==> config.mk <==
export PLATFORM = sky130hd
export DESIGN_NAME = usdp_top
export DESIGN_NICKNAME = d
export VERILOG_FILES = /design/src/hdl/usdp_pkg.sv /design/src/hdl/usdp_fifo.sv /design/src/hdl/usdp_top.sv
export SDC_FILE = /design/constraint.sdc
export NUM_CORES = 1
export LEC_CHECK = 0
export ABC_AREA = 1
export BUFFER_PORTS_ARGS = -buffer_cell sky130_fd_sc_hd__buf_2
export CAP_MARGIN = 10
export CORE_AREA = 2 2 170 214
export CTS_BUF_LIST = sky130_fd_sc_hd__clkbuf_4 sky130_fd_sc_hd__clkbuf_8
export DETAILED_ROUTE_END_ITERATION = 16
export DIE_AREA = 0 0 172 216
export PLACE_DENSITY = 0.82
export SLEW_MARGIN = 30
export SYNTH_ARGS = -nofsm -noshare
export SYNTH_HDL_FRONTEND = slang
export SYNTH_SLANG_ARGS = --single-unit
==> constraint.sdc <==
create_clock -name mclk -period 2.65 [get_ports mclk]
set_input_delay 0.265 -clock mclk [delete_from_list [all_inputs] [get_ports mclk]]
set_output_delay 0.265 -clock mclk [all_outputs]
set_load 0.005 [all_outputs]
==> src/hdl/usdp_pkg.sv <==
// Constants, address map, field positions and line states of the UART shadow data port.
// Assumes a 32-bit APB slave at the fixed byte addresses below and a single 125 MHz clock.
package usdp_pkg;
   localparam int DATA_W = 8;
   localparam int FIFO_DEPTH = 16;
   localparam int DIV_W = 16;
   localparam int INT_W = 4;
   // Shadow window, sixteen aligned words
   localparam logic [31:0] ADDR_SHADOW_FIRST = 32'h5000_1030;
   localparam logic [31:0] ADDR_SHADOW_LAST = 32'h5000_106C;
   localparam logic [31:0] ADDR_SHADOW_SIX = 32'h5000_1048;
   localparam logic [31:0] ADDR_SHADOW_SEVEN = 32'h5000_104C;
   // Control and status words
   localparam logic [31:0] ADDR_CTRL = 32'h5000_1080;
   localparam logic [31:0] ADDR_LSR = 32'h5000_1084;
   localparam logic [31:0] ADDR_INT_STAT = 32'h5000_1088;
   localparam logic [31:0] ADDR_INT_MASK = 32'h5000_108C;
   localparam logic [31:0] ADDR_DIVISOR = 32'h5000_1090;
   // Control fields
   localparam int CTRL_FIFO_EN_BIT = 0;
   localparam int CTRL_IR_MODE_BIT = 1;
   // Line status fields
   localparam int LSR_DR_BIT = 0;
   localparam int LSR_OVR_BIT = 1;
   localparam int LSR_TX_HOLDING_EMPTY_FLAG_BIT = 5;
   localparam int LSR_TEMT_BIT = 6;
   // Interrupt fields
   localparam int INT_RX_BIT = 0;
   localparam int INT_OVR_BIT = 1;
   localparam int INT_TX_HOLDING_EMPTY_FLAG_BIT = 2;
   localparam int INT_TXDROP_BIT = 3;
   // Bit timing in oversample ticks
   localparam logic [3:0] OS_LAST = 4'hF;
   localparam logic [3:0] OS_SAMPLE = 4'h7;
   localparam logic [3:0] IR_PULSE_TICKS = 4'h3;
   localparam logic [2:0] BIT_LAST = 3'h7;
   localparam logic [DIV_W-1:0] DIV_RESET = 16'h0044;
   typedef enum logic [1:0] {USDP_IDLE, USDP_START, USDP_DATA, USDP_STOP} usdp_line_state_t;
endpackage

==> src/hdl/usdp_fifo.sv <==
// Byte FIFO with flush, used for the receive and transmit queues.
// Assumes push is ignored while full and pop while empty.
`timescale 1ns/10ps
`default_nettype none
module usdp_fifo #(
   parameter int WIDTH = 8,
   parameter int DEPTH = 16
) (
   // Clock and reset
   input wire logic mclk,
   input wire logic reset,
   // Control
   input wire logic clear,
   input wire logic push,
   input wire logic [WIDTH-1:0] push_data,
   input wire logic pop,
   // Status
   output logic [WIDTH-1:0] head,
   output logic full,
   output logic empty
);
   localparam int AW = (DEPTH > 1) ? $clog2(DEPTH) : 1;
   localparam logic [AW-1:0] PTR_LAST = AW'(DEPTH - 1);
   localparam logic [AW:0] CNT_FULL = (AW + 1)'(DEPTH);

   typedef struct packed {
      logic [DEPTH-1:0][WIDTH-1:0] mem;
      logic [AW-1:0] wr;
      logic [AW-1:0] rd;
      logic [AW:0] cnt;
   } usdp_fifo_state_t;

   usdp_fifo_state_t st_q;
   usdp_fifo_state_t st_d;
   logic do_push;
   logic do_pop;

   assign full = (st_q.cnt == CNT_FULL);
   assign empty = (st_q.cnt == '0);
   assign head = st_q.mem[st_q.rd];

   always_comb begin
      st_d = st_q;
      do_push = push && !full;
      do_pop = pop && !empty;
      if (do_push) begin
         st_d.mem[st_q.wr] = push_data;
         st_d.wr = (st_q.wr == PTR_LAST) ? '0 : st_q.wr + 1'b1;
      end
      if (do_pop) begin
         st_d.rd = (st_q.rd == PTR_LAST) ? '0 : st_q.rd + 1'b1;
      end
      if (do_push && !do_pop) begin
         st_d.cnt = st_q.cnt + 1'b1;
      end else if (do_pop && !do_push) begin
         st_d.cnt = st_q.cnt - 1'b1;
      end
      if (clear) begin
         st_d.wr = '0;
         st_d.rd = '0;
         st_d.cnt = '0;
      end
   end

   always_ff @(posedge mclk) begin
      if (reset) begin
         st_q <= '0;
      end else begin
         st_q <= st_d;
      end
   end
endmodule // usdp_fifo
`default_nettype wire

==> src/hdl/usdp_top.sv <==
// UART shadow data port: APB slave, receive and transmit data paths, serial and infrared line.
// Assumes an APB master with held requests, serial inputs asynchronous to mclk.
//
// The APB slave port was decided locally.
`timescale 1ns/10ps
`default_nettype none
module usdp_top #(
   parameter int FIFO_DEPTH = usdp_pkg::FIFO_DEPTH
) (
   // Clock and reset
   input wire logic mclk,
   input wire logic reset,
   // APB slave
   input wire logic psel,
   input wire logic penable,
   input wire logic pwrite,
   input wire logic [31:0] paddr,
   input wire logic [31:0] pwdata,
   output logic [31:0] prdata,
   output logic pready,
   output logic pslverr,
   // Serial line
   input wire logic sin,
   output logic sout,
   // Infrared line
   input wire logic sir_in,
   output logic sir_out_n,
   // Interrupt
   output logic irq
);
   typedef struct packed {
      logic pready;
      logic [31:0] prdata;
      logic pslverr;
      logic pop_ok;
      logic ovr_seen;
      logic fifo_en;
      logic ir_mode;
      logic [usdp_pkg::DIV_W-1:0] divisor;
      logic [usdp_pkg::DIV_W-1:0] div_cnt;
      logic [usdp_pkg::INT_W-1:0] int_stat;
      logic [usdp_pkg::INT_W-1:0] int_mask;
      logic irq;
      logic [usdp_pkg::DATA_W-1:0] rx_hold;
      logic rx_hold_full;
      logic [usdp_pkg::DATA_W-1:0] tx_hold;
      logic tx_hold_full;
      logic overrun;
      logic tx_holding_empty_flag_prev;
      usdp_pkg::usdp_line_state_t tx_state;
      logic [usdp_pkg::DATA_W-1:0] tx_shift;
      logic [2:0] tx_bit;
      logic [3:0] tx_os;
      logic sout;
      logic sir_out_n;
      usdp_pkg::usdp_line_state_t rx_state;
      logic [usdp_pkg::DATA_W-1:0] rx_shift;
      logic [2:0] rx_bit;
      logic [3:0] rx_os;
      logic ir_seen;
      logic sin_s1;
      logic sin_s2;
      logic sir_s1;
      logic sir_s2;
   } usdp_state_t;

   usdp_state_t st_q;
   usdp_state_t st_d;

   logic fifo_clear;
   logic rxf_push;
   logic rxf_pop;
   logic [usdp_pkg::DATA_W-1:0] rxf_data;
   logic [usdp_pkg::DATA_W-1:0] rxf_head;
   logic rxf_full;
   logic rxf_empty;
   logic txf_push;
   logic txf_pop;
   logic [usdp_pkg::DATA_W-1:0] txf_data;
   logic [usdp_pkg::DATA_W-1:0] txf_head;
   logic txf_full;
   logic txf_empty;

   usdp_fifo #(
      .WIDTH(usdp_pkg::DATA_W),
      .DEPTH(FIFO_DEPTH)
   ) u_rx_fifo (
      .mclk(mclk),
      .reset(reset),
      .clear(fifo_clear),
      .push(rxf_push),
      .push_data(rxf_data),
      .pop(rxf_pop),
      .head(rxf_head),
      .full(rxf_full),
      .empty(rxf_empty)
   );

   usdp_fifo #(
      .WIDTH(usdp_pkg::DATA_W),
      .DEPTH(FIFO_DEPTH)
   ) u_tx_fifo (
      .mclk(mclk),
      .reset(reset),
      .clear(fifo_clear),
      .push(txf_push),
      .push_data(txf_data),
      .pop(txf_pop),
      .head(txf_head),
      .full(txf_full),
      .empty(txf_empty)
   );

   assign prdata = st_q.prdata;
   assign pready = st_q.pready;
   assign pslverr = st_q.pslverr;
   assign sout = st_q.sout;
   assign sir_out_n = st_q.sir_out_n;
   assign irq = st_q.irq;

   always_comb begin
      logic access;
      logic commit;
      logic shadow_hit;
      logic mapped;
      logic data_ready;
      logic tx_holding_empty_flag;
      logic temt;
      logic tick;
      logic rx_line;
      logic rx_bit_val;
      logic rx_done;
      logic [usdp_pkg::INT_W-1:0] ev;
      logic [31:0] rd;
      logic [31:0] line_status_reg;
      access = 1'b0;
      commit = 1'b0;
      shadow_hit = 1'b0;
      mapped = 1'b0;
      data_ready = 1'b0;
      tx_holding_empty_flag = 1'b0;
      temt = 1'b0;
      tick = 1'b0;
      rx_line = 1'b0;
      rx_bit_val = 1'b0;
      rx_done = 1'b0;
      ev = '0;
      rd = '0;
      line_status_reg = '0;
      st_d = st_q;
      fifo_clear = 1'b0;
      rxf_push = 1'b0;
      rxf_pop = 1'b0;
      rxf_data = st_q.rx_shift;
      txf_push = 1'b0;
      txf_pop = 1'b0;
      txf_data = pwdata[usdp_pkg::DATA_W-1:0];

      // Input synchronisers
      st_d.sin_s1 = sin;
      st_d.sin_s2 = st_q.sin_s1;
      st_d.sir_s1 = sir_in;
      st_d.sir_s2 = st_q.sir_s1;

      // Line status
      data_ready = st_q.fifo_en ? !rxf_empty : st_q.rx_hold_full;
      tx_holding_empty_flag = st_q.fifo_en ? txf_empty : !st_q.tx_hold_full;
      temt = tx_holding_empty_flag && (st_q.tx_state == usdp_pkg::USDP_IDLE);
      line_status_reg[usdp_pkg::LSR_DR_BIT] = data_ready;
      line_status_reg[usdp_pkg::LSR_OVR_BIT] = st_q.overrun;
      line_status_reg[usdp_pkg::LSR_TX_HOLDING_EMPTY_FLAG_BIT] = tx_holding_empty_flag;
      line_status_reg[usdp_pkg::LSR_TEMT_BIT] = temt;

      // APB decode
      access = psel && penable && !st_q.pready;
      commit = psel && penable && st_q.pready;
      shadow_hit = (paddr >= usdp_pkg::ADDR_SHADOW_FIRST) && (paddr <= usdp_pkg::ADDR_SHADOW_LAST)
         && (paddr[1:0] == 2'h0);
      mapped = shadow_hit || (paddr == usdp_pkg::ADDR_CTRL) || (paddr == usdp_pkg::ADDR_LSR)
         || (paddr == usdp_pkg::ADDR_INT_STAT) || (paddr == usdp_pkg::ADDR_INT_MASK)
         || (paddr == usdp_pkg::ADDR_DIVISOR);
      st_d.pready = access;
      st_d.pslverr = access && !mapped;
      if (access) begin
         st_d.pop_ok = 1'b0;
         st_d.ovr_seen = 1'b0;
         if (shadow_hit) begin
            rd[usdp_pkg::DATA_W-1:0] = st_q.fifo_en ? rxf_head : st_q.rx_hold;
            st_d.pop_ok = data_ready;
         end else if (paddr == usdp_pkg::ADDR_CTRL) begin
            rd[usdp_pkg::CTRL_FIFO_EN_BIT] = st_q.fifo_en;
            rd[usdp_pkg::CTRL_IR_MODE_BIT] = st_q.ir_mode;
         end else if (paddr == usdp_pkg::ADDR_LSR) begin
            rd = line_status_reg;
            st_d.ovr_seen = st_q.overrun;
         end else if (paddr == usdp_pkg::ADDR_INT_STAT) begin
            rd[usdp_pkg::INT_W-1:0] = st_q.int_stat;
         end else if (paddr == usdp_pkg::ADDR_INT_MASK) begin
            rd[usdp_pkg::INT_W-1:0] = st_q.int_mask;
         end else if (paddr == usdp_pkg::ADDR_DIVISOR) begin
            rd[usdp_pkg::DIV_W-1:0] = st_q.divisor;
         end
         st_d.prdata = pwrite ? '0 : rd;
      end

      // Oversample tick divider
      if (st_q.div_cnt == '0) begin
         tick = 1'b1;
         st_d.div_cnt = st_q.divisor;
      end else begin
         st_d.div_cnt = st_q.div_cnt - 1'b1;
      end

      // Transmitter
      case (st_q.tx_state)
         usdp_pkg::USDP_IDLE: begin
            st_d.tx_os = '0;
            st_d.tx_bit = '0;
            if (st_q.fifo_en && !txf_empty) begin
               st_d.tx_shift = txf_head;
               txf_pop = 1'b1;
               st_d.tx_state = usdp_pkg::USDP_START;
            end else if (!st_q.fifo_en && st_q.tx_hold_full) begin
               st_d.tx_shift = st_q.tx_hold;
               st_d.tx_hold_full = 1'b0;
               st_d.tx_state = usdp_pkg::USDP_START;
            end
         end
         usdp_pkg::USDP_START: begin
            if (tick) begin
               st_d.tx_os = st_q.tx_os + 1'b1;
               if (st_q.tx_os == usdp_pkg::OS_LAST) begin
                  st_d.tx_state = usdp_pkg::USDP_DATA;
               end
            end
         end
         usdp_pkg::USDP_DATA: begin
            if (tick) begin
               st_d.tx_os = st_q.tx_os + 1'b1;
               if (st_q.tx_os == usdp_pkg::OS_LAST) begin
                  st_d.tx_shift = {1'b0, st_q.tx_shift[usdp_pkg::DATA_W-1:1]};
                  st_d.tx_bit = st_q.tx_bit + 1'b1;
                  if (st_q.tx_bit == usdp_pkg::BIT_LAST) begin
                     st_d.tx_state = usdp_pkg::USDP_STOP;
                  end
               end
            end
         end
         usdp_pkg::USDP_STOP: begin
            if (tick) begin
               st_d.tx_os = st_q.tx_os + 1'b1;
               if (st_q.tx_os == usdp_pkg::OS_LAST) begin
                  st_d.tx_state = usdp_pkg::USDP_IDLE;
               end
            end
         end
         default: begin
            st_d.tx_state = usdp_pkg::USDP_IDLE;
         end
      endcase

      // Line drivers: level in serial mode, short low pulse per zero bit in infrared mode
      rx_bit_val = (st_d.tx_state == usdp_pkg::USDP_START) ? 1'b0
         : (st_d.tx_state == usdp_pkg::USDP_DATA) ? st_d.tx_shift[0] : 1'b1;
      st_d.sout = st_q.ir_mode ? 1'b1 : rx_bit_val;
      st_d.sir_out_n = !(st_q.ir_mode && !rx_bit_val && (st_d.tx_os < usdp_pkg::IR_PULSE_TICKS));

      // Receiver
      rx_line = st_q.ir_mode ? !(st_q.ir_seen || st_q.sir_s2) : st_q.sin_s2;
      if (st_q.ir_mode && st_q.sir_s2) begin
         st_d.ir_seen = 1'b1;
      end
      case (st_q.rx_state)
         usdp_pkg::USDP_IDLE: begin
            st_d.rx_os = '0;
            st_d.rx_bit = '0;
            st_d.ir_seen = st_q.ir_mode && st_q.sir_s2;
            if (!rx_line) begin
               st_d.rx_state = usdp_pkg::USDP_START;
            end
         end
         usdp_pkg::USDP_START, usdp_pkg::USDP_DATA, usdp_pkg::USDP_STOP: begin
            if (tick) begin
               st_d.rx_os = st_q.rx_os + 1'b1;
               if (st_q.rx_os == usdp_pkg::OS_SAMPLE) begin
                  if (st_q.rx_state == usdp_pkg::USDP_START && rx_line) begin
                     st_d.rx_state = usdp_pkg::USDP_IDLE;
                  end else if (st_q.rx_state == usdp_pkg::USDP_DATA) begin
                     st_d.rx_shift = {rx_line, st_q.rx_shift[usdp_pkg::DATA_W-1:1]};
                  end else if (st_q.rx_state == usdp_pkg::USDP_STOP) begin
                     rx_done = 1'b1;
                     st_d.rx_state = usdp_pkg::USDP_IDLE;
                  end
               end
               if (st_q.rx_os == usdp_pkg::OS_LAST) begin
                  st_d.ir_seen = 1'b0;
                  if (st_q.rx_state == usdp_pkg::USDP_START) begin
                     st_d.rx_state = usdp_pkg::USDP_DATA;
                  end else begin
                     st_d.rx_bit = st_q.rx_bit + 1'b1;
                     if (st_q.rx_bit == usdp_pkg::BIT_LAST) begin
                        st_d.rx_state = usdp_pkg::USDP_STOP;
                     end
                  end
               end
            end
         end
         default: begin
            st_d.rx_state = usdp_pkg::USDP_IDLE;
         end
      endcase

      // Reads: once a byte was returned, pop the FIFO head or empty the holding register; clear only the overrun that was shown
      if (commit && !pwrite && shadow_hit && st_q.pop_ok) begin
         if (st_q.fifo_en) begin
            rxf_pop = 1'b1;
         end else begin
            st_d.rx_hold_full = 1'b0;
         end
      end
      if (commit && !pwrite && st_q.ovr_seen) begin
         st_d.overrun = 1'b0;
      end

      // Received character delivery, after the read so a new byte wins, except a full FIFO popped in the same cycle drops it without overrun
      if (rx_done) begin
         ev[usdp_pkg::INT_RX_BIT] = 1'b1;
         if (st_q.fifo_en) begin
            if (rxf_full && !rxf_pop) begin
               ev[usdp_pkg::INT_OVR_BIT] = 1'b1;
               st_d.overrun = 1'b1;
            end else begin
               rxf_push = 1'b1;
            end
         end else begin
            if (st_d.rx_hold_full) begin
               ev[usdp_pkg::INT_OVR_BIT] = 1'b1;
               st_d.overrun = 1'b1;
            end
            st_d.rx_hold = st_d.rx_shift;
            st_d.rx_hold_full = 1'b1;
         end
      end

      // Writes
      if (commit && pwrite) begin
         if (shadow_hit) begin
            if (st_q.fifo_en) begin
               if (txf_full) begin
                  ev[usdp_pkg::INT_TXDROP_BIT] = 1'b1;
               end else begin
                  txf_push = 1'b1;
               end
            end else begin
               st_d.tx_hold = pwdata[usdp_pkg::DATA_W-1:0];
               st_d.tx_hold_full = 1'b1;
            end
         end else if (paddr == usdp_pkg::ADDR_CTRL) begin
            st_d.fifo_en = pwdata[usdp_pkg::CTRL_FIFO_EN_BIT];
            st_d.ir_mode = pwdata[usdp_pkg::CTRL_IR_MODE_BIT];
            if (pwdata[usdp_pkg::CTRL_FIFO_EN_BIT] != st_q.fifo_en) begin
               fifo_clear = 1'b1;
               st_d.rx_hold_full = 1'b0;
               st_d.tx_hold_full = 1'b0;
            end
         end else if (paddr == usdp_pkg::ADDR_INT_MASK) begin
            st_d.int_mask = pwdata[usdp_pkg::INT_W-1:0];
         end else if (paddr == usdp_pkg::ADDR_DIVISOR) begin
            st_d.divisor = pwdata[usdp_pkg::DIV_W-1:0];
         end
      end

      // Interrupt status: write one to clear, a new event wins
      st_d.tx_holding_empty_flag_prev = tx_holding_empty_flag;
      ev[usdp_pkg::INT_TX_HOLDING_EMPTY_FLAG_BIT] = tx_holding_empty_flag && !st_q.tx_holding_empty_flag_prev;
      if (commit && pwrite && (paddr == usdp_pkg::ADDR_INT_STAT)) begin
         st_d.int_stat = st_q.int_stat & ~pwdata[usdp_pkg::INT_W-1:0];
      end
      st_d.int_stat = st_d.int_stat | ev;
      st_d.irq = |(st_d.int_stat & st_d.int_mask);
   end

   always_ff @(posedge mclk) begin
      if (reset) begin
         st_q <= '0;
         st_q.divisor <= usdp_pkg::DIV_RESET;
         st_q.sout <= 1'b1;
         st_q.sir_out_n <= 1'b1;
         st_q.sin_s1 <= 1'b1;
         st_q.sin_s2 <= 1'b1;
         st_q.tx_holding_empty_flag_prev <= 1'b1;
         st_q.tx_state <= usdp_pkg::USDP_IDLE;
         st_q.rx_state <= usdp_pkg::USDP_IDLE;
      end else begin
         st_q <= st_d;
      end
   end
endmodule // usdp_top
`default_nettype wire

=== Word level (Yosys, flattened, before mapping) ===
Cells that the tools add are included.

* Register bits after elaboration: 422
* Input bits: 71
* Output and inout bits: 37
* Word-level logic and storage cells: 338

* Add/sub/neg operators: 13
* Magnitude comparators: 9
* Eq/ne operators: 32
* Multiplexer cells: 127
* Bitwise operators: 8
* Reductions and logical operators: 77

{| class="wikitable"
|+ Operators by type and width
! kind !! number
|-
| 128-bit bitwise mux || 2
|-
| 32-bit by 31-bit equality test with 1-bit output, second input constant || 5
|-
| 8-bit two-way mux || 10
|-
| 8-bit binary-select mux with 4-bit select || 2
|-
| 8-bit demux with 4-bit select || 2
|-
| 1-bit two-way mux || 58
|-
| 16-bit two-way mux || 3
|-
| 4-bit two-way mux || 12
|-
| 10-bit two-way mux || 4
|-
| 32-bit by 31-bit greater-or-equal comparator with 1-bit output, second input constant || 1
|-
| 32-bit by 31-bit less-or-equal comparator with 1-bit output, second input constant || 1
|-
| 32-bit two-way mux || 1
|-
| 1-bit logical AND || 31
|-
| 2-bit two-way mux || 14
|-
| 4-bit by 1-bit adder with 4-bit output, second input constant || 6
|-
| 4-bit equality test, second input constant || 6
|-
| 12-bit two-way mux || 2
|-
| 24-bit two-way mux || 1
|-
| 11-bit one-hot mux with 2 select lines || 1
|-
| 4-bit by 5-bit less-than comparator with 1-bit output, second input constant || 4
|-
| 5-bit two-way mux || 4
|-
| 1-bit zero test || 18
|-
| 18-bit two-way mux || 1
|-
| 17-bit two-way mux || 1
|-
| other kinds (38) || 76
|}

=== Depth between registers and ports, before layout ===
* Word-level depth: 16
* Gate-level depth with buffers: 20
* Gate-level depth less buffers: 20

=== Cells and area by module ===
A second synthesis with hierarchy kept.

* Cells, all modules: 3465
* Area total of the unflattened synthesis: 22033.6 µm²

{| class="wikitable"
|+ Modules (own cells, without submodules)
! module !! instances !! cells an instance !! area an instance (µm²) !! sequential area each (µm²)
|-
| usdp_fifo at u_rx_fifo || 1 || 1272 || 7831.3 || 2822.7
|-
| usdp_fifo at u_tx_fifo || 1 || 1271 || 7825.0 || 2822.7
|-
| usdp_top || 1 || 922 || 6377.4 || 2482.4
|}

=== Worst setup path after synthesis ===
OpenSTA, ideal clock, no wires.

* Path type: register -> register
* Start point: register st_q[70] (netlist bit)
* End point: register u_rx_fifo.st_q[4] (netlist bit)
* Setup time: 0.126 ns
* Arrival time: 2.695 ns
* Required time: 2.524 ns
* Setup slack: -0.172 ns
* Stages on the path, launching flop included: 20
* Path buffers: 0
* Clock period less this slack: 2.822 ns
* Path through: dfxtp_1 inv_1 ha_1 nand3_2 nor3_4 nand3_4 nor2_8 nand3_4 inv_1 ha_1 inv_1 fa_1 nand2_1 nand2_1 a21oi_1 nor2_1 nor2_1 nand2_1 xor2_1 nor2_1

* Word-level cells in the longest chain between the ends: 9
* Elaborated cells between the ends (all ways): 11
* Those cells by class: mux (5); reduce/logical (6)

{| class="wikitable"
|+ RTL lines
! element !! RTL line !! RTL
|-
| from (decl) || usdp_top.sv:67 || <nowiki>usdp_state_t st_q;</nowiki>
|-
| from (signal assigned) || usdp_top.sv:395 || <nowiki>st_q <= st_d;</nowiki>
|-
| 16-bit zero test (*) || usdp_top.sv:207 || <nowiki>if (st_q.div_cnt == '0) begin</nowiki>
|-
| 1-bit two-way mux (*) || usdp_top.sv:207 ||
|-
| 1-bit two-way mux (*) || usdp_top.sv:283 || <nowiki>if (tick) begin</nowiki>
|-
| 1-bit two-way mux (*) || usdp_top.sv:273 || <nowiki>case (st_q.rx_state)</nowiki>
|-
| 1-bit two-way mux (*) || usdp_top.sv:326 || <nowiki>if (rx_done) begin</nowiki>
|-
| 1-bit logical AND (*) || usdp_fifo.sv:44 || <nowiki>do_push = push && !full;</nowiki>
|-
| net u_rx_fifo.do_push || usdp_fifo.sv:35 || <nowiki>logic do_push;</nowiki>
|-
| 1-bit zero test || usdp_fifo.sv:55 || <nowiki>end else if (do_pop && !do_push) begin</nowiki>
|-
| 1-bit logical AND || usdp_fifo.sv:55 ||
|-
| 2-bit nonzero test (no line) || - ||
|-
| to (signal assigned) || usdp_fifo.sv:69 || <nowiki>st_q <= st_d;</nowiki>
|-
| to (decl) || usdp_fifo.sv:33 || <nowiki>usdp_fifo_state_t st_q;</nowiki>
|}

The timed path passes the listed nets; every way through them passes the cells marked *.
A chain may end at the register's enable or synchronous reset.

=== Final worst setup path ===
* Start point: register st_q[73] (netlist bit)
* End point: register u_rx_fifo.st_q[4] (netlist bit)

Same word-level chain as after synthesis.

==> results.md <==
- Clock-pin slew on the worst setup and hold paths: roughly 0.06 ns
- Power per cell area: approximately 590 nW/um^2
- Final Routed Wirelength: 55440 um
- WL/cell: 15.04 um
- Hold Path Class: in -> reg
- Reg2Reg Capture Point: u_rx_fifo.st_q[4]$_SDFFE_PP0P_
- Die ar.: between 30000 and 40000 um^2
- Grt total ovfl: 0
- Dpl ws: -0.1751 ns
- Max FO, Critical Path: 4
- Multi-input gate area: around 10000 um^2
- Worst VDD drop: about 0.00042 V
- Number of I/O pins: roughly 110
- Initial antenna violation count: 1
- Flops & latches, synth: roughly 400
- FF-to-FF Start: st_q[73]$_SDFF_PP0_
- Setup TNS: 0 ns
- Final min period: ~2.6 ns
- CP endpoint kind: flop
- Via density per instance: ~5.3
- Worst hold start: pwdata[3]
- Max-cap violations: 0
- CP startpoint: st_q[73]$_SDFF_PP0_
- Post-route cell area: 22500 um^2
- Filler Cell Count: between 3000 and 4000
- Relative slew margins: about 35%
- Register area share after synthesis: approximately 41%
- First-pass GRT wire length: around 90000 um
- Fin cells: between 3000 and 4000
- Critical Path AT: between 3 and 4 ns
- PnR Total Power: 13.23 mW
- Final HPWL DP: between 30000 and 40000 um
- Worst-Margin Slew: slightly below 1 ns
- DRC: 0
- Post-synth cell types: between 40 and 50
- DRT Pass-1 Iters: 6
- Top post-synthesis cells by area: dfxtp_1 (41%), nand2_1 (13%), nor2_1 (13%)
- Final net count: roughly 3300
- CTS buffer count: 66
- Maximum clock frequency: 384.6 MHz
- Hold slack: around 0.055 ns
- RSZ-0062 raised after global routing: yes
- Clock Path Buffers: 3
- Core ar.: roughly 35000 um^2
- Die W: approximately 170 um
- Clock insertion delay at the later pin of the skew report: a little over 0.6 ns
- Final GP Congestion: around 0.95
- Reg2Reg Depth: 18
- Final hold viol count: 0
- Worst setup margin: roughly 0.05 ns
- H-tree depth: 3
- Clock Sinks: slightly above 400
- Cell row count: 77
- Placed cell count: between 3000 and 4000
- Via count: ~20000
- Final setup fails: 0
- Clock root cell: clkbuf_8
- Initial core utilization: around 57%
- Crit path launch type: flop
- Post-Syn Area: a little under 20000 um^2
- Pins Over Slew Limit: 0
- Area Growth Syn to Fin: 13.32%
- Critical Path RT: 3.16 ns
- Placed instance area: around 21000 um^2
- Max Clock Skew: about 0.044 ns
- Synth top area share: 40.94%
- Post-Syn Area per Cell: between 6 and 7 um^2
- Status: finished clean
- Die H: approximately 220 um
- Most common cell after layout, fill and taps aside: nand2_1
- Vias in the first global route: about 19000
- Antenna Nets Post-Route: 0
- 1st-iter DRT viols: between 1500 and 2000
- Area leader, netlist: dfxtp_1
- R2r setup slk: 0.05 ns
- Post-layout util: about 64%
- Worst Hold Endpoint: st_q[47]$_SDFFE_PP0P_
- Kind of critical path: reg -> reg
- Storage cell area: 8133 um^2
- Largest net degree at the start of global routing: a little under 80
- Most frequent cells in the layout: nand2_1 (687), nor2_1 (678), dfxtp_1 (402)
- Leakage power: roughly 10 nW
- CTS tree: built
- YS warnings: 0
- Post-synthesis cell count: 3071
- Hold-critical path depth: 3
- Layout cells sized above 1: a little under an eighth
- Period utilization: 98.12%
- Aggregate global-route resource usage: between 30% and 40%
- IO buf count: 75
[synthesized netlist by cell type, drive strengths merged]
library cell,count
a2111oi,1
a211oi,12
a21oi,162
a22oi,3
a31oi,6
and3,3
buf,91
clkbuf,90
clkinv,6
conb,1
dfxtp,406
fa,2
ha,25
inv,307
mux2i,2
nand2,695
nand3,200
nand3b,1
nand4,25
nor2,696
nor3,14
nor3b,1
nor4,6
o211a,2
o211ai,12
o21ai,273
o22ai,2
o31ai,1
or2,6
xnor2,6
xor2,14
[critical path, stage by stage (launching register included)]
cell	delay (ns)
dfxtp_1	0.34
nor2_2	0.20
nand3_4	0.12
nor3_4	0.19
nand3_4	0.14
nor2_8	0.16
nand3_4	0.09
inv_4	0.07
ha_4	0.14
inv_4	0.05
fa_2	0.34
nand2_1	0.06
nand2_1	0.05
a21oi_2	0.13
nor2_1	0.05
nor2_1	0.09
nand2_1	0.07
xor2_1	0.14
nor2_1	0.06
[worst max-delay path by stage]
stage	end	slack [ns]	cells after the start
global placement	u_tx_fifo.st_q[4]$_SDFFE_PP0P_	-0.08	18
floorplan	u_rx_fifo.st_q[4]$_SDFFE_PP0P_	-0.007	19
global route	u_rx_fifo.st_q[4]$_SDFFE_PP0P_	-0.16	18
CTS	u_rx_fifo.st_q[4]$_SDFFE_PP0P_	0.04	18
detailed placement	u_tx_fifo.st_q[4]$_SDFFE_PP0P_	-0.18	18
finish	u_rx_fifo.st_q[4]$_SDFFE_PP0P_	0.05	18
[layer usage]
layer	vias up	share of wire (%)	track usage (%)
li1	9808	-	-
met1	8968	40	36.03
met2	761	48	50.40
met3	175	7.7	5.667
met4	0	4.6	16.16
met5	-	0	0
[registers in the layout, indices dropped and copies added, names as in the netlist, 2 cells and up]
name and count:
st_d 2, u_rx_fifo.st_q 141, prdata 16, rxf_data 8, u_tx_fifo.st_q 141, st_q 93
[timing repair]
| item | CTS | global route |
|---|---|---|
| endpoints found under the setup margin | 1 | 38 |
| hold endpoints to repair | 13 | 0 |
| buffers inserted | 0 | 2 |
| pin swaps | 1 | 0 |
| hold buffers | 11 | 0 |
| resized for setup | 0 | 14 |
[area by class of cell]
type,instances,share of cell area [%]
diodes,1,0.01112
flip-flops and latches,406,36.15
repair buffers,195,6.074
multi-input cells,2186,43.76
clock inverters,12,0.3560
clock buffers,100,5.729
inverters,313,5.278
well taps,474,2.636
[power by group]
group          internal [mW]  switching (mW)
registers               6.22          0.0961
clock network           3.11            2.53
logic                  0.462           0.817
[logic make-up after synthesis]
kind of cell / synth area share [%]
and+or+nand+nor: 33.75
buffers and inverters: 10.11
AOI/OAI and AO/OA: 12.42
DFF: 40.94
adders and majority gates: 1.777
xor gates and xnor gates: 0.8824
muxes: 0.1008
other: 0.01889
No activity file was read; power rests on OpenSTA's default activity.
